===== config.mk =====
export PLATFORM = sky130hd
export DESIGN_NAME = static_mem_ctrl
export DESIGN_NICKNAME = d
export VERILOG_FILES = /design/src/shared/static_mem_pkg.sv /design/src/verilog/ext_wait_sync.sv /design/src/verilog/static_mem_ctrl.sv
export SDC_FILE = /design/constraint.sdc
export NUM_CORES = 1
export LEC_CHECK = 0
export BUFFER_PORTS_ARGS = -buffer_cell sky130_fd_sc_hd__buf_2
export CORE_MARGIN = 1.5
export CORE_UTILIZATION = 30
export DETAILED_ROUTE_END_ITERATION = 6
export MAX_ROUTING_LAYER = met4
export PLACE_DENSITY = 0.59
export SYNTH_ARGS = -nofsm -noshare
export SYNTH_HDL_FRONTEND = slang
export SYNTH_HIERARCHICAL = 1
export SYNTH_SLANG_ARGS = --single-unit

===== constraint.sdc =====
create_clock -name CLOCK_I -period 12.8 [get_ports CLOCK_I]
set_clock_uncertainty 0.2 [all_clocks]
set_input_delay 1.28 -clock CLOCK_I [delete_from_list [all_inputs] [get_ports CLOCK_I]]
set_output_delay 1.28 -clock CLOCK_I [all_outputs]
set_load 0.02 [all_outputs]

===== src/shared/static_mem_pkg.sv =====
// Purpose: shared constants and types for the static memory controller
// Assumes: one master clock, eight chip selects, 26-bit memory address
// Notes: slow-clock waveform figures are fixed cycle counts
package static_mem_pkg;
  localparam int NUM_CS = 8;
  localparam int ADDR_W = 26;
  // wait mode selector encodings
  localparam logic [1:0] WAIT_OFF = 2'h0;
  localparam logic [1:0] WAIT_FROZEN = 2'h2;
  localparam logic [1:0] WAIT_READY = 2'h3;
  // data bus width encodings
  localparam logic [1:0] BUS_W16 = 2'h1;
  localparam logic [1:0] BUS_W32 = 2'h2;
  // byte access type: byte-select mode
  localparam logic BAT_BYTE_SEL = 1'h0;
  // smallest page is 4 bytes, so page bits start at bit 2
  localparam int PAGE_BASE_LSB = 2;
  // fixed slow-clock waveforms, in master clock cycles
  localparam logic [7:0] SLOW_STRB_SETUP = 8'h01;
  localparam logic [8:0] SLOW_STRB_PULSE = 9'h001;
  localparam logic [7:0] SLOW_CS_SETUP = 8'h00;
  localparam logic [8:0] SLOW_CS_RD_PULSE = 9'h002;
  localparam logic [8:0] SLOW_CS_WR_PULSE = 9'h003;
  localparam logic [9:0] SLOW_RD_CYCLE = 10'h002;
  localparam logic [9:0] SLOW_WR_CYCLE = 10'h003;
  // wait synchroniser depth and idle level
  localparam int WAIT_SYNC_STAGES = 2;
  localparam logic WAIT_IDLE_LVL = 1'h1;
  typedef enum logic [1:0] {
    ST_IDLE = 2'b00,
    ST_GAP = 2'b01,
    ST_ACCESS = 2'b10,
    ST_PAGE_OPEN = 2'b11
  } ctrl_state_t;
endpackage


===== src/verilog/ext_wait_sync.sv =====
// Purpose: two-stage resynchroniser for the external wait pin
// Assumes: wait pin is asynchronous to the master clock
// Notes: only the second stage is visible outside
`timescale 1ns/10ps
module ext_wait_sync
  import static_mem_pkg::*;
(
  input wire logic clk_i,
  input wire logic rst_i,
  input wire logic ext_wait_n_i,
  output logic wait_n_sync_o
);
  logic meta_r;
  // first stage feeds the second and nothing else
  always_ff @(posedge clk_i)
  begin
    if (rst_i)
    begin
      meta_r <= WAIT_IDLE_LVL;
      wait_n_sync_o <= WAIT_IDLE_LVL;
    end
    else
    begin
      meta_r <= ext_wait_n_i;
      wait_n_sync_o <= meta_r;
    end
  end

  property p_sync_delay;
    @(posedge clk_i) disable iff (rst_i)
    $past(rst_i, 2) == 1'b0 |-> wait_n_sync_o == $past(ext_wait_n_i, 2);
  endproperty
  a_sync_delay: assert property (p_sync_delay)
    else $error("wait sync is not two cycles");
endmodule // ext_wait_sync


===== src/verilog/static_mem_ctrl.sv =====
// Purpose: static memory access sequencer with wait, slow clock, page mode
// Assumes: config ports stable during an access; requests from same clock
// Notes: pins follow the internal cycle counter by one clock
`timescale 1ns/10ps
// What this block does
// wait selector 00 ignores the wait pin
// 10 selects frozen, 11 selects ready
// wait only sampled in controlling pulse
// software programs hold when wait used
// no wait with page or slow mode
// frozen: counters and outputs hold while waiting
// ready: test at last pulse cycle
// wait outside that point leaves length
// wait pin resynchronised over two cycles
// software keeps pulse above wait latency
// slow clock overrides programmed waveforms everywhere
// slow reads: 1,1,0,2 and cycle 2
// slow writes: 1,1,0,3 and cycle 3
// transfer in flight keeps slow parameters
// page bursts only with page enable
// pages aligned, page bits 25 down
// low address bits ignored per width
// page read: strobe and select together
// first access long, in-page access short
// byte access type still applies
// same select and page: short access
// page break on change or deselect
// slow mode change inserts one wait
// read mode picks controlling signal
// page size 0..3 means 4..32
// synchroniser flops reset high
module static_mem_ctrl
  import static_mem_pkg::*;
(
  input wire logic CLOCK_I,
  input wire logic SYS_RST_I,
  input wire logic REQ_VALID_I,
  input wire logic REQ_WRITE_I,
  input wire logic [2:0] REQ_CS_I,
  input wire logic [25:0] REQ_ADDR_I,
  input wire logic [3:0] REQ_BE_I,
  input wire logic [5:0] RD_STROBE_SETUP_I,
  input wire logic [6:0] RD_STROBE_PULSE_I,
  input wire logic [8:0] RD_CYCLE_LEN_I,
  input wire logic [5:0] CS_RD_SETUP_I,
  input wire logic [6:0] CS_RD_PULSE_I,
  input wire logic [5:0] WR_STROBE_SETUP_I,
  input wire logic [6:0] WR_STROBE_PULSE_I,
  input wire logic [8:0] WR_CYCLE_LEN_I,
  input wire logic [5:0] CS_WR_SETUP_I,
  input wire logic [6:0] CS_WR_PULSE_I,
  input wire logic READ_MODE_I,
  input wire logic WRITE_MODE_I,
  input wire logic [1:0] WAIT_MODE_SEL_I,
  input wire logic PAGE_MODE_EN_I,
  input wire logic [1:0] PAGE_SIZE_SEL_I,
  input wire logic BYTE_ACCESS_TYPE_I,
  input wire logic [1:0] DATA_BUS_WIDTH_I,
  input wire logic SLOW_CLOCK_I,
  input wire logic EXT_WAIT_N_I,
  output logic REQ_READY_O,
  output logic DONE_O,
  output logic [7:0] CHIP_SEL_N_O,
  output logic READ_STROBE_N_O,
  output logic WRITE_STROBE_N_O,
  output logic [3:0] BYTE_SEL_N_O,
  output logic [25:0] MEM_ADDR_O
);
  // length decoders shared by read and write paths
  function automatic logic [7:0] setup_len(input logic [5:0] f);
    setup_len = {f[5], 2'b00, f[4:0]};
  endfunction

  function automatic logic [8:0] pulse_len(input logic [6:0] f);
    pulse_len = {f[6], 2'b00, f[5:0]};
  endfunction

  function automatic logic [9:0] cycle_len(input logic [8:0] f);
    cycle_len = {1'b0, f};
  endfunction

  // same page when bits above the page offset agree
  function automatic logic page_match(input logic [25:0] a,
    input logic [25:0] b, input logic [1:0] ps);
    logic [25:0] mask;
    mask = 26'h3ff_ffff << (PAGE_BASE_LSB + int'(ps));
    page_match = ((a ^ b) & mask) == 26'h000_0000;
  endfunction

  ctrl_state_t state_r, state_nxt;
  logic [9:0] cyc_r, cyc_nxt;
  logic write_r, slow_r, page_r, hit_r, last_slow_r;
  logic [2:0] cs_r;
  logic [25:0] addr_r;
  logic [3:0] be_r;
  logic wait_n_sync;

  ext_wait_sync u_wait_sync (
    .clk_i(CLOCK_I),
    .rst_i(SYS_RST_I),
    .ext_wait_n_i(EXT_WAIT_N_I),
    .wait_n_sync_o(wait_n_sync)
  );

  // request acceptance and page hit test
  wire take = REQ_VALID_I & REQ_READY_O;
  wire page_req = PAGE_MODE_EN_I & ~REQ_WRITE_I & ~SLOW_CLOCK_I;
  wire hit_w = (state_r == ST_PAGE_OPEN) & page_req
    & (REQ_CS_I == cs_r)
    & page_match(REQ_ADDR_I, addr_r, PAGE_SIZE_SEL_I);
  wire slow_change = SLOW_CLOCK_I != last_slow_r;

  // page access length: long first access, short in-page access
  wire [8:0] acc_len = hit_r ? pulse_len(RD_STROBE_PULSE_I)
    : pulse_len(CS_RD_PULSE_I);

  // waveform selection: page, slow or programmed
  wire [7:0] prog_s_set = write_r ? setup_len(WR_STROBE_SETUP_I)
    : setup_len(RD_STROBE_SETUP_I);
  wire [8:0] prog_s_len = write_r ? pulse_len(WR_STROBE_PULSE_I)
    : pulse_len(RD_STROBE_PULSE_I);
  wire [7:0] prog_c_set = write_r ? setup_len(CS_WR_SETUP_I)
    : setup_len(CS_RD_SETUP_I);
  wire [8:0] prog_c_len = write_r ? pulse_len(CS_WR_PULSE_I)
    : pulse_len(CS_RD_PULSE_I);
  wire [9:0] prog_total = write_r ? cycle_len(WR_CYCLE_LEN_I)
    : cycle_len(RD_CYCLE_LEN_I);
  wire [8:0] slow_c_len = write_r ? SLOW_CS_WR_PULSE
    : SLOW_CS_RD_PULSE;
  wire [9:0] slow_total = write_r ? SLOW_WR_CYCLE : SLOW_RD_CYCLE;

  // page reads ignore setups and cycle length entirely
  wire [7:0] s_set = page_r ? 8'h00
    : slow_r ? SLOW_STRB_SETUP : prog_s_set;
  wire [8:0] s_len = page_r ? acc_len
    : slow_r ? SLOW_STRB_PULSE : prog_s_len;
  wire [7:0] c_set = page_r ? 8'h00
    : slow_r ? SLOW_CS_SETUP : prog_c_set;
  wire [8:0] c_len = page_r ? acc_len
    : slow_r ? slow_c_len : prog_c_len;
  wire [9:0] total = page_r ? {1'b0, acc_len}
    : slow_r ? slow_total : prog_total;

  // controlling signal: strobe when mode bit set, else chip select
  wire strb_ctrl = write_r ? WRITE_MODE_I : READ_MODE_I;
  wire [7:0] ctrl_set = strb_ctrl ? s_set : c_set;
  wire [8:0] ctrl_len = strb_ctrl ? s_len : c_len;
  wire [9:0] ctrl_end = {2'b00, ctrl_set} + {1'b0, ctrl_len};
  wire in_pulse = (cyc_r >= {2'b00, ctrl_set}) & (cyc_r < ctrl_end);
  wire last_pulse = cyc_r == (ctrl_end - 10'h001);

  // wait handling; disabled in slow and page accesses as a safe default
  wire [1:0] wmode = (slow_r | page_r) ? WAIT_OFF
    : WAIT_MODE_SEL_I;
  wire wait_on = ~wait_n_sync;
  wire frozen_stall = (wmode == WAIT_FROZEN) & in_pulse
    & wait_on;
  wire ready_stall = (wmode == WAIT_READY) & last_pulse
    & wait_on;
  wire stall = (state_r == ST_ACCESS) & (frozen_stall | ready_stall);
  wire last_cyc = ({1'b0, cyc_r} + 11'h001) >= {1'b0, total};
  wire end_acc = (state_r == ST_ACCESS) & ~stall & last_cyc;

  // sequencer next state
  always_comb
  begin
    state_nxt = state_r;
    cyc_nxt = cyc_r;
    unique case (state_r)
      ST_IDLE:
      begin
        if (take)
          state_nxt = slow_change ? ST_GAP : ST_ACCESS;
        cyc_nxt = 10'h000;
      end
      ST_GAP:
      begin
        state_nxt = ST_ACCESS;
        cyc_nxt = 10'h000;
      end
      ST_ACCESS:
      begin
        if (end_acc)
        begin
          state_nxt = page_r ? ST_PAGE_OPEN : ST_IDLE;
          cyc_nxt = 10'h000;
        end
        else if (!stall)
          cyc_nxt = cyc_r + 10'h001;
      end
      ST_PAGE_OPEN:
      begin
        // any other access closes the page with an idle gap
        if (take)
          state_nxt = (hit_w && !slow_change) ? ST_ACCESS : ST_GAP;
        else if (!PAGE_MODE_EN_I || SLOW_CLOCK_I)
          state_nxt = ST_IDLE;
        cyc_nxt = 10'h000;
      end
    endcase
  end

  // pin levels derived from state and counter
  wire s_act = ((state_r == ST_ACCESS) & (cyc_r >= {2'b00, s_set})
    & (cyc_r < ({2'b00, s_set} + {1'b0, s_len})))
    | (state_r == ST_PAGE_OPEN);
  wire c_act = ((state_r == ST_ACCESS) & (cyc_r >= {2'b00, c_set})
    & (cyc_r < ({2'b00, c_set} + {1'b0, c_len})))
    | (state_r == ST_PAGE_OPEN);
  wire [7:0] cs_n_nxt = c_act ? ~(8'h01 << cs_r) : 8'hff;
  wire rd_n_nxt = ~(s_act & ~write_r);
  wire wr_n_nxt = ~(s_act & write_r);
  wire [3:0] bs_n_nxt = (c_act & (BYTE_ACCESS_TYPE_I == BAT_BYTE_SEL))
    ? ~be_r : 4'hf;
  wire [25:0] addr_out = (DATA_BUS_WIDTH_I == BUS_W32)
    ? {addr_r[25:2], 2'b00}
    : (DATA_BUS_WIDTH_I == BUS_W16) ? {addr_r[25:1], 1'b0}
    : addr_r;
  wire ready_nxt = (state_nxt == ST_IDLE) | (state_nxt == ST_PAGE_OPEN);

  // state and counter registers
  always_ff @(posedge CLOCK_I)
  begin
    if (SYS_RST_I)
    begin
      state_r <= ST_IDLE;
      cyc_r <= 10'h000;
    end
    else
    begin
      state_r <= state_nxt;
      cyc_r <= cyc_nxt;
    end
  end

  // request latch; slow flag frozen for the whole transfer
  always_ff @(posedge CLOCK_I)
  begin
    if (SYS_RST_I)
    begin
      write_r <= 1'b0;
      slow_r <= 1'b0;
      page_r <= 1'b0;
      hit_r <= 1'b0;
      cs_r <= 3'h0;
      addr_r <= 26'h000_0000;
      be_r <= 4'h0;
    end
    else if (take)
    begin
      write_r <= REQ_WRITE_I;
      slow_r <= SLOW_CLOCK_I;
      page_r <= page_req;
      hit_r <= hit_w & ~slow_change;
      cs_r <= REQ_CS_I;
      addr_r <= REQ_ADDR_I;
      be_r <= REQ_BE_I;
    end
  end

  // remembers the clock mode of the last transfer
  always_ff @(posedge CLOCK_I)
  begin
    if (SYS_RST_I)
      last_slow_r <= 1'b0;
    else if (state_r == ST_GAP)
      last_slow_r <= slow_r;
  end

  // registered pins; everything inactive out of reset
  always_ff @(posedge CLOCK_I)
  begin
    if (SYS_RST_I)
    begin
      REQ_READY_O <= 1'b0;
      DONE_O <= 1'b0;
      CHIP_SEL_N_O <= 8'hff;
      READ_STROBE_N_O <= 1'b1;
      WRITE_STROBE_N_O <= 1'b1;
      BYTE_SEL_N_O <= 4'hf;
      MEM_ADDR_O <= 26'h000_0000;
    end
    else
    begin
      REQ_READY_O <= ready_nxt;
      DONE_O <= end_acc;
      CHIP_SEL_N_O <= cs_n_nxt;
      READ_STROBE_N_O <= rd_n_nxt;
      WRITE_STROBE_N_O <= wr_n_nxt;
      BYTE_SEL_N_O <= bs_n_nxt;
      MEM_ADDR_O <= addr_out;
    end
  end

  property p_wait_off;
    @(posedge CLOCK_I) disable iff (SYS_RST_I)
    (state_r == ST_ACCESS && wmode == WAIT_OFF) |-> !stall;
  endproperty
  a_wait_off: assert property (p_wait_off)
    else $error("stall with wait disabled");

  property p_pulse_only;
    @(posedge CLOCK_I) disable iff (SYS_RST_I)
    stall |-> in_pulse;
  endproperty
  a_pulse_only: assert property (p_pulse_only)
    else $error("stall outside controlling pulse");

  property p_frozen_hold;
    @(posedge CLOCK_I) disable iff (SYS_RST_I)
    (stall && wmode == WAIT_FROZEN) |=> $stable(cyc_r)
      ##1 ($stable(READ_STROBE_N_O) && $stable(CHIP_SEL_N_O));
  endproperty
  a_frozen_hold: assert property (p_frozen_hold)
    else $error("frozen wait did not hold state");

  property p_ready_point;
    @(posedge CLOCK_I) disable iff (SYS_RST_I)
    (stall && wmode == WAIT_READY) |-> last_pulse && !end_acc;
  endproperty
  a_ready_point: assert property (p_ready_point)
    else $error("ready stall away from last pulse cycle");

  property p_slow_read;
    @(posedge CLOCK_I) disable iff (SYS_RST_I)
    (state_r == ST_ACCESS && cyc_r == 10'h000 && slow_r && !write_r
      && wait_n_sync) |-> ##1 end_acc ##1 DONE_O;
  endproperty
  a_slow_read: assert property (p_slow_read)
    else $error("slow read is not two cycles");

  property p_slow_write;
    @(posedge CLOCK_I) disable iff (SYS_RST_I)
    (state_r == ST_ACCESS && cyc_r == 10'h000 && slow_r && write_r)
      |-> !end_acc ##1 !end_acc ##1 end_acc;
  endproperty
  a_slow_write: assert property (p_slow_write)
    else $error("slow write is not three cycles");

  property p_page_low;
    @(posedge CLOCK_I) disable iff (SYS_RST_I)
    (state_r == ST_ACCESS && page_r) |=>
      (!READ_STROBE_N_O && READ_STROBE_N_O == CHIP_SEL_N_O[cs_r]);
  endproperty
  a_page_low: assert property (p_page_low)
    else $error("page read strobes not low together");

  property p_reload;
    @(posedge CLOCK_I) disable iff (SYS_RST_I)
    (take && slow_change) |=> state_r == ST_GAP ##1 state_r == ST_ACCESS;
  endproperty
  a_reload: assert property (p_reload)
    else $error("no wait state on clock mode change");
endmodule // static_mem_ctrl

# --- Word-level counts from Yosys, hierarchy flattened ---
# Cells that the tools add are included.
# Widths: inputs -> output; s select.
classes:
  shifts: 2
  n_reduce_logical: 12
  bitwise_logic: 42
  magnitude_cmp: 7
  muxes: 33
  eq_ne: 12
  add_sub_neg: 7
ops:
  columns: ["op", "n"]
  rows:
  - ["$mux 9", 11]
  - ["$mux 8", 7]
  - ["$add 8x9->10", 3]
  - ["$ge 10x8->1", 3]
  - ["$lt 10x10->1", 3]
  - ["$and 26x26->26", 1]
  - ["$logic_not 26->1", 1]
  - ["$shl 26x3->26 const A", 1]
  - ["$xor 26x26->26", 1]
  - ["$and 1x1->1", 22]
  - ["$mux 10", 2]
  - ["$pmux 10 s2", 1]
  - ["$mux 2", 8]
  - ["$eq 2x2->1 const B", 6]
  - ["$add 10x1->11 const B", 1]
  - ["$ge 11x9->1", 1]
  - ["$not 1->1", 11]
  - ["$add 10x1->10 const B", 1]
  - ["$eq 10x10->1", 1]
  - ["$sub 10x1->10 const B", 1]
  - ["$not 8->8", 1]
  - ["$pmux 2 s4", 1]
  - ["$shl 1x3->8 const A", 1]
  - ["$reduce_or 2->1", 3]
  - ["other kinds (13)", 23]
word_totals:
  wordCells: 136
  input_bits: 119
  ff_bits: 94
  output_inout_bits: 42

# --- Logic depth before layout (Yosys ltp) ---
logic_depth:
  ltp_word: 18
  ltp_mapped: 26
  ltp_nobuf: 22

# --- By module ---
# Netlist, hierarchy kept.
modules_own_cells:
  columns: ["mod", "cells_per_inst", "n_inst", "area_per_inst_um2", "seq_area_each_um2"]
  rows:
  - ["static_mem_ctrl", 802, 1, 6616.3, 1841.8]
  - ["ext_wait_sync", 4, 1, 52.6, 40.0]

# --- Least setup slack after synthesis ---
# Ideal clock, no wire load.
synth_timing:
  path_kind: "input to register"
  start: "input port WRITE_MODE_I"
  end: "register cyc_r[2]"
  setup_ns: 0.122
  slack_ns: 7.557
  required_ns: 12.478
  cell_stages: 16
  n_path_buf: 1
  t_arrival_ns: 4.921
  cell_sequence: "mux2i_1 clkbuf_1 nor2_1 nor2_1 ha_1 inv_1 fa_1 nand2b_1 a21oi_1 xor2_1 or4b_4 or4_4 a211oi_4 o221a_4 nor3_2 a221o_1"
synth_between:
  elab_chain_len: 14
  word_cells_on_any_way: 21
  cone_classes: "2 x add/sub; 2 x order compare; 2 x eq/ne; 5 x mux; 10 x bitwise"
synth_lines:
  columns: ["item", "line", "source"]
  rows:
  - ["start, declared", "static_mem_ctrl.sv:53", "input wire logic WRITE_MODE_I,"]
  - ["$mux 1 *", "static_mem_ctrl.sv:145", "wire strb_ctrl = write_r ? WRITE_MODE_I : READ_MODE_I;"]
  - ["$mux 8 / $mux 9 (equally long branches)", "static_mem_ctrl.sv:146, static_mem_ctrl.sv:147", null]
  - ["$add 8x9->10", "static_mem_ctrl.sv:148", "wire [9:0] ctrl_end = {2'b00, ctrl_set} + {1'b0, ctrl_len};"]
  - ["$sub 10x1->10 / $lt 10x10->1 (equally long branches)", "static_mem_ctrl.sv:150, static_mem_ctrl.sv:149", null]
  - ["$eq 10x10->1 / $and 1x1->1 (equally long branches)", "static_mem_ctrl.sv:150, static_mem_ctrl.sv:149", null]
  - ["$and 1x1->1, on equally long branches", "static_mem_ctrl.sv:158, static_mem_ctrl.sv:156", null]
  - ["$and 1x1->1, on equally long branches", "static_mem_ctrl.sv:159, static_mem_ctrl.sv:157", null]
  - ["$or 1x1->1 *", "static_mem_ctrl.sv:160", "wire stall = (state_r == ST_ACCESS) & (frozen_stall | ready_stall);"]
  - ["$and 1x1->1 *", "static_mem_ctrl.sv:160", null]
  - ["$not 1->1", "static_mem_ctrl.sv:162", "wire end_acc = (state_r == ST_ACCESS) & ~stall & last_cyc;"]
  - ["$and 1x1->1 (2 in a row)", "static_mem_ctrl.sv:162", null]
  - ["$mux 10", "static_mem_ctrl.sv:183", "if (end_acc)"]
  - ["$pmux 10 s2", "static_mem_ctrl.sv:169", "unique case (state_r)"]
  - ["end signal, assigned", "static_mem_ctrl.sv:232", "cyc_r <= cyc_nxt;"]
  - ["end, declared", "static_mem_ctrl.sv:91", "logic [9:0] cyc_r, cyc_nxt;"]
# Mark *: on every way between the ends. The rest lies on a longest branch, timed or not.
# A chain may end at the register's enable or synchronous reset.

# --- Worst setup path in the final report ---
layout_timing:
  start: "input port WRITE_MODE_I"
  end: "register cyc_r[8]"
# Same word-level chain as after synthesis.

==> flow_summary_export.csv <==
group,metric,value,unit
finish,finish.cell_count_without_fillers,1233,
placed_design,dp_cells,1214,
timing,finalHoldViolations,0,
floorplan,core_region_area,21800,um^2
placed_design,hpwlAfterDp,14700,um
yosys,synthMostInstantiatedCell,"sky130_fd_sc_hd__nand2_1",
timing,worst_pin_slew,1.05,ns
yosys,synth.ff_latch_count,94,
timing,rsz0062_at_grt,"no",
cts,clk_pin_slew,0.07,ns
finish,final.fill_count,2288,
detailed_routing,vias_per_cell,4.93,
timing,finalWorstPathRequiredPeriod,5.71,ns
grt,grt_antenna_before_repair,3,
detailed_routing,detail_route.first_pass.iterations,5,
yosys,synth_enable_flop_cells,0,
yosys,synth.top_cells.by_count,"109 x sky130_fd_sc_hd__nand2_1, 94 x sky130_fd_sc_hd__dfxtp_1, 66 x sky130_fd_sc_hd__ha_1",
power,switching_share,0.324,
finish,share_of_the_core_filled_with_cells_in_the_final_layout,0.367,
floorplan,die_area,23100,um^2
cts,number_of_setup_buffers_added_after_cts,0,
finish,multi_input_comb_area,4510,um^2
power,netSwitchingPower,0.000268,W
yosys,synth-main-ff-cell,"sky130_fd_sc_hd__dfxtp_1",
cts,cts-root-buf,"sky130_fd_sc_hd__clkbuf_16",
flow_run,cap_viol_max_count,0,
cts,cts_tree,"yes",
finish,post_route_cells_drive_above_1_share,0.235,
yosys,synth_fp_nets,994,
yosys,synth_largest_area_cell,"sky130_fd_sc_hd__dfxtp_1",
grt,via_count_of_the_first_global_routing_pass,5751,
setup_path,crit_path_start_kind,"input pin",
finish,finalInstanceArea,8020,um^2
detailed_routing,ant_nets,0,
worst_hold_path,timing.hold.worst.class,"reg -> reg",
setup_path,worst-endpoint-required,12.82,ns
cts,clk_latency,0.34,ns
cts,cts_made_buffers,9,
detailed_routing,wl,19100,um
grt,gr-usage-all-layers,0.168,
yosys,synthesis.area,6670,um^2
grt,globalRoute.totalOverflow,0,
power,vdd.ir_drop.worst,0.0000637,V
power,p_int,0.000559,W
detailed_routing,num_vias,6083,
power,p_leak,3.66,nW
timing,finalSetupViolations,0,
timing,finalMaxSlewViolations,0,
yosys,netlist_top_cells_area,"sky130_fd_sc_hd__dfxtp_1 28%, sky130_fd_sc_hd__ha_1 12%, sky130_fd_sc_hd__nand2_1 6.1%",
floorplan,floorplan.io_pins,161,
placed_design,post_dp_cell_area,7720,um^2
yosys,post_synth_inst_count,806,
placed_design,globalplace.congestion,0.868,
cts,cts_htree_levels,3,
setup_path,critical_path_arrival,5.73,ns
cts,clk_path_buf_depth,2,
cts,cts_hold_buf,0,
floorplan,fp-row-count,54,
grt,largest_net_degree_at_the_start_of_global_routing,79,
timing,timing.final.crit_share,0.446,
timing,slew_headroom,0.278,
yosys,ys_seq_area_frac,0.282,
finish,final_nets,1133,
yosys,post-synth-top-area-fraction,0.282,
power,pwr-share-clk,0.313,
cts,cts_sinks,94,
setup_path,setup.worst_path.end_class,"flip-flop",
power,p_comb_frac,0.311,
grt,grt_pass1_wl,30400,um
detailed_routing,initialDrtViolationCount,289,
timing,finalHoldWorstSlack,0.210,ns
detailed_routing,drc,0,
cts,post_cts.resized_instances,0,
power,share_seq_of_total_power,0.375,
setup_path,crit_fanout,14,
yosys,syn_area_per_cell,8.27,um^2
finish,flow.area_growth_from_synthesis,20.2,%
timing,max_freq,175,MHz
yosys,synth-warning-count,6,
floorplan,start_util,0.306,
floorplan,die_w,152,um
run_status,outcome,"completed",
timing,tns,0,ns
setup_path,worstSetupPathType,"in -> reg",
power,pwr_density_cell,103,nW/um^2
yosys,postSynth.asyncResetShare,0,
placed_design,buffer_ports.inserted,160,
floorplan,floorplan.die.height,152,um
yosys,synth.lib_cells_used.distinct,65,
detailed_routing,wl_per_cell,15.5,um
finish,final-seq-area,1880,um^2
## sequential cells by signal, indices dropped and copies added (netlist names)
signal / cells
MEM_ADDR_O: 26
addr_r: 26
cyc_r: 10
CHIP_SEL_N_O: 8
BYTE_SEL_N_O: 4
be_r: 4
cs_r: 3
state_r: 2
DONE_O: 1
READ_STROBE_N_O: 1
REQ_READY_O: 1
WRITE_STROBE_N_O: 1
hit_r: 1
last_slow_r: 1
page_r: 1
slow_r: 1
u_wait_sync/meta_r: 1
u_wait_sync/wait_n_sync_o: 1
write_r: 1
## layout make-up
cell class / count / area share
Timing Repair Buffer: 167 / 0.106
Sequential cell: 94 / 0.235
Antenna cell: 3 / 0.000936
Inverter: 31 / 0.0145
Clock buffer: 11 / 0.0315
Tap cell: 280 / 0.0437
Multi-Input combinational cell: 642 / 0.563
Clock inverter: 5 / 0.00515
## power by group through the flow
stage | Sequential, W | Clock [W] | Combinational [W]
6_report | 0.000310 | 0.000259 | 0.000257
3_5_place_dp | 0.000317 | 0 | 0.000257
5_1_grt | 0.000312 | 0.000277 | 0.000290
4_1_cts | 0.000310 | 0.000266 | 0.000259
3_3_place_gp | 0.000317 | 0 | 0.000253
2_1_floorplan | 0.000317 | 0 | 0.000186
## critical path, cell delays in order
cell	delay, ns
sky130_fd_sc_hd__buf_2	0.10
sky130_fd_sc_hd__mux2i_1	0.81
sky130_fd_sc_hd__o21ai_0	0.29
sky130_fd_sc_hd__ha_1	0.41
sky130_fd_sc_hd__a21oi_1	0.22
sky130_fd_sc_hd__a21oi_1	0.12
sky130_fd_sc_hd__nor3_1	0.23
sky130_fd_sc_hd__xor2_1	0.39
sky130_fd_sc_hd__inv_2	0.09
sky130_fd_sc_hd__ha_1	0.19
sky130_fd_sc_hd__a21oi_1	0.14
sky130_fd_sc_hd__nor2b_1	0.06
sky130_fd_sc_hd__o21ai_0	0.14
sky130_fd_sc_hd__nand4_1	0.09
sky130_fd_sc_hd__or3_1	0.49
sky130_fd_sc_hd__nand2_1	0.21
sky130_fd_sc_hd__nor3_2	0.10
sky130_fd_sc_hd__a221o_1	0.36
## placed cells by master, fill, tap and decap left out, drive strengths merged, types with 5 or more instances in the layout
| cell type | instances |
|---|---|
| mux2 | 21 |
| nor4 | 11 |
| nand2 | 109 |
| buf | 167 |
| o21a | 7 |
| nor2b | 35 |
| a21oi | 63 |
| mux2i | 29 |
| nand4 | 7 |
| a21o | 25 |
| dfxtp | 94 |
| or4 | 5 |
| nand3 | 9 |
| nor2 | 47 |
| ha | 66 |
| nand2b | 17 |
| o21ai | 44 |
| a211oi | 8 |
| xnor2 | 18 |
| nor3 | 15 |
| clkbuf | 11 |
| o211ai | 6 |
| xor2 | 35 |
| inv | 32 |
| or2 | 7 |
| and2 | 11 |
## metal layers
| metal | up-vias | wire, um | track usage |
|---|---|---|---|
| met2 | 184 | 8670 | 0.270 |
| met4 | 0 | 205 | 0.0314 |
| li1 | 3100 | - | - |
| met5 | - | 0 | - |
| met3 | 20 | 1140 | 0.0339 |
| met1 | 2779 | 9080 | 0.218 |
## cell families after synthesis
logic type / after synthesis / share of synthesized area
fa+ha+maj: 69 / 0.133
mux: 50 / 0.0801
compound gates: 181 / 0.176
flops: 94 / 0.282
xor+xnor: 54 / 0.0730
buf+inv: 70 / 0.0411
simple gates: 288 / 0.215
## stage by stage
step / setup slack (ns) / total power, W
after CTS: 7.11 / 0.000835
after detailed placement: 6.76 / 0.000574
final: 7.09 / 0.000827
after global placement: 6.87 / 0.000570
after floorplan: 7.56 / 0.000503
after global routing: 6.52 / 0.000879
## worst paths after layout
check	end	start	slack, ns	depth (start not counted)
max	cyc_r[8]$_SDFFE_PP0P_	WRITE_MODE_I	7.09	18
min	BYTE_SEL_N_O[1]$_SDFF_PP1_	be_r[1]$_SDFFE_PP0P_	0.21	1
max reg2reg	cyc_r[8]$_SDFFE_PP0P_	write_r$_SDFFE_PP0P_	7.10	18
min reg2reg	BYTE_SEL_N_O[1]$_SDFF_PP1_	be_r[1]$_SDFFE_PP0P_	0.21	1
(Power assumes the default switching activity.)
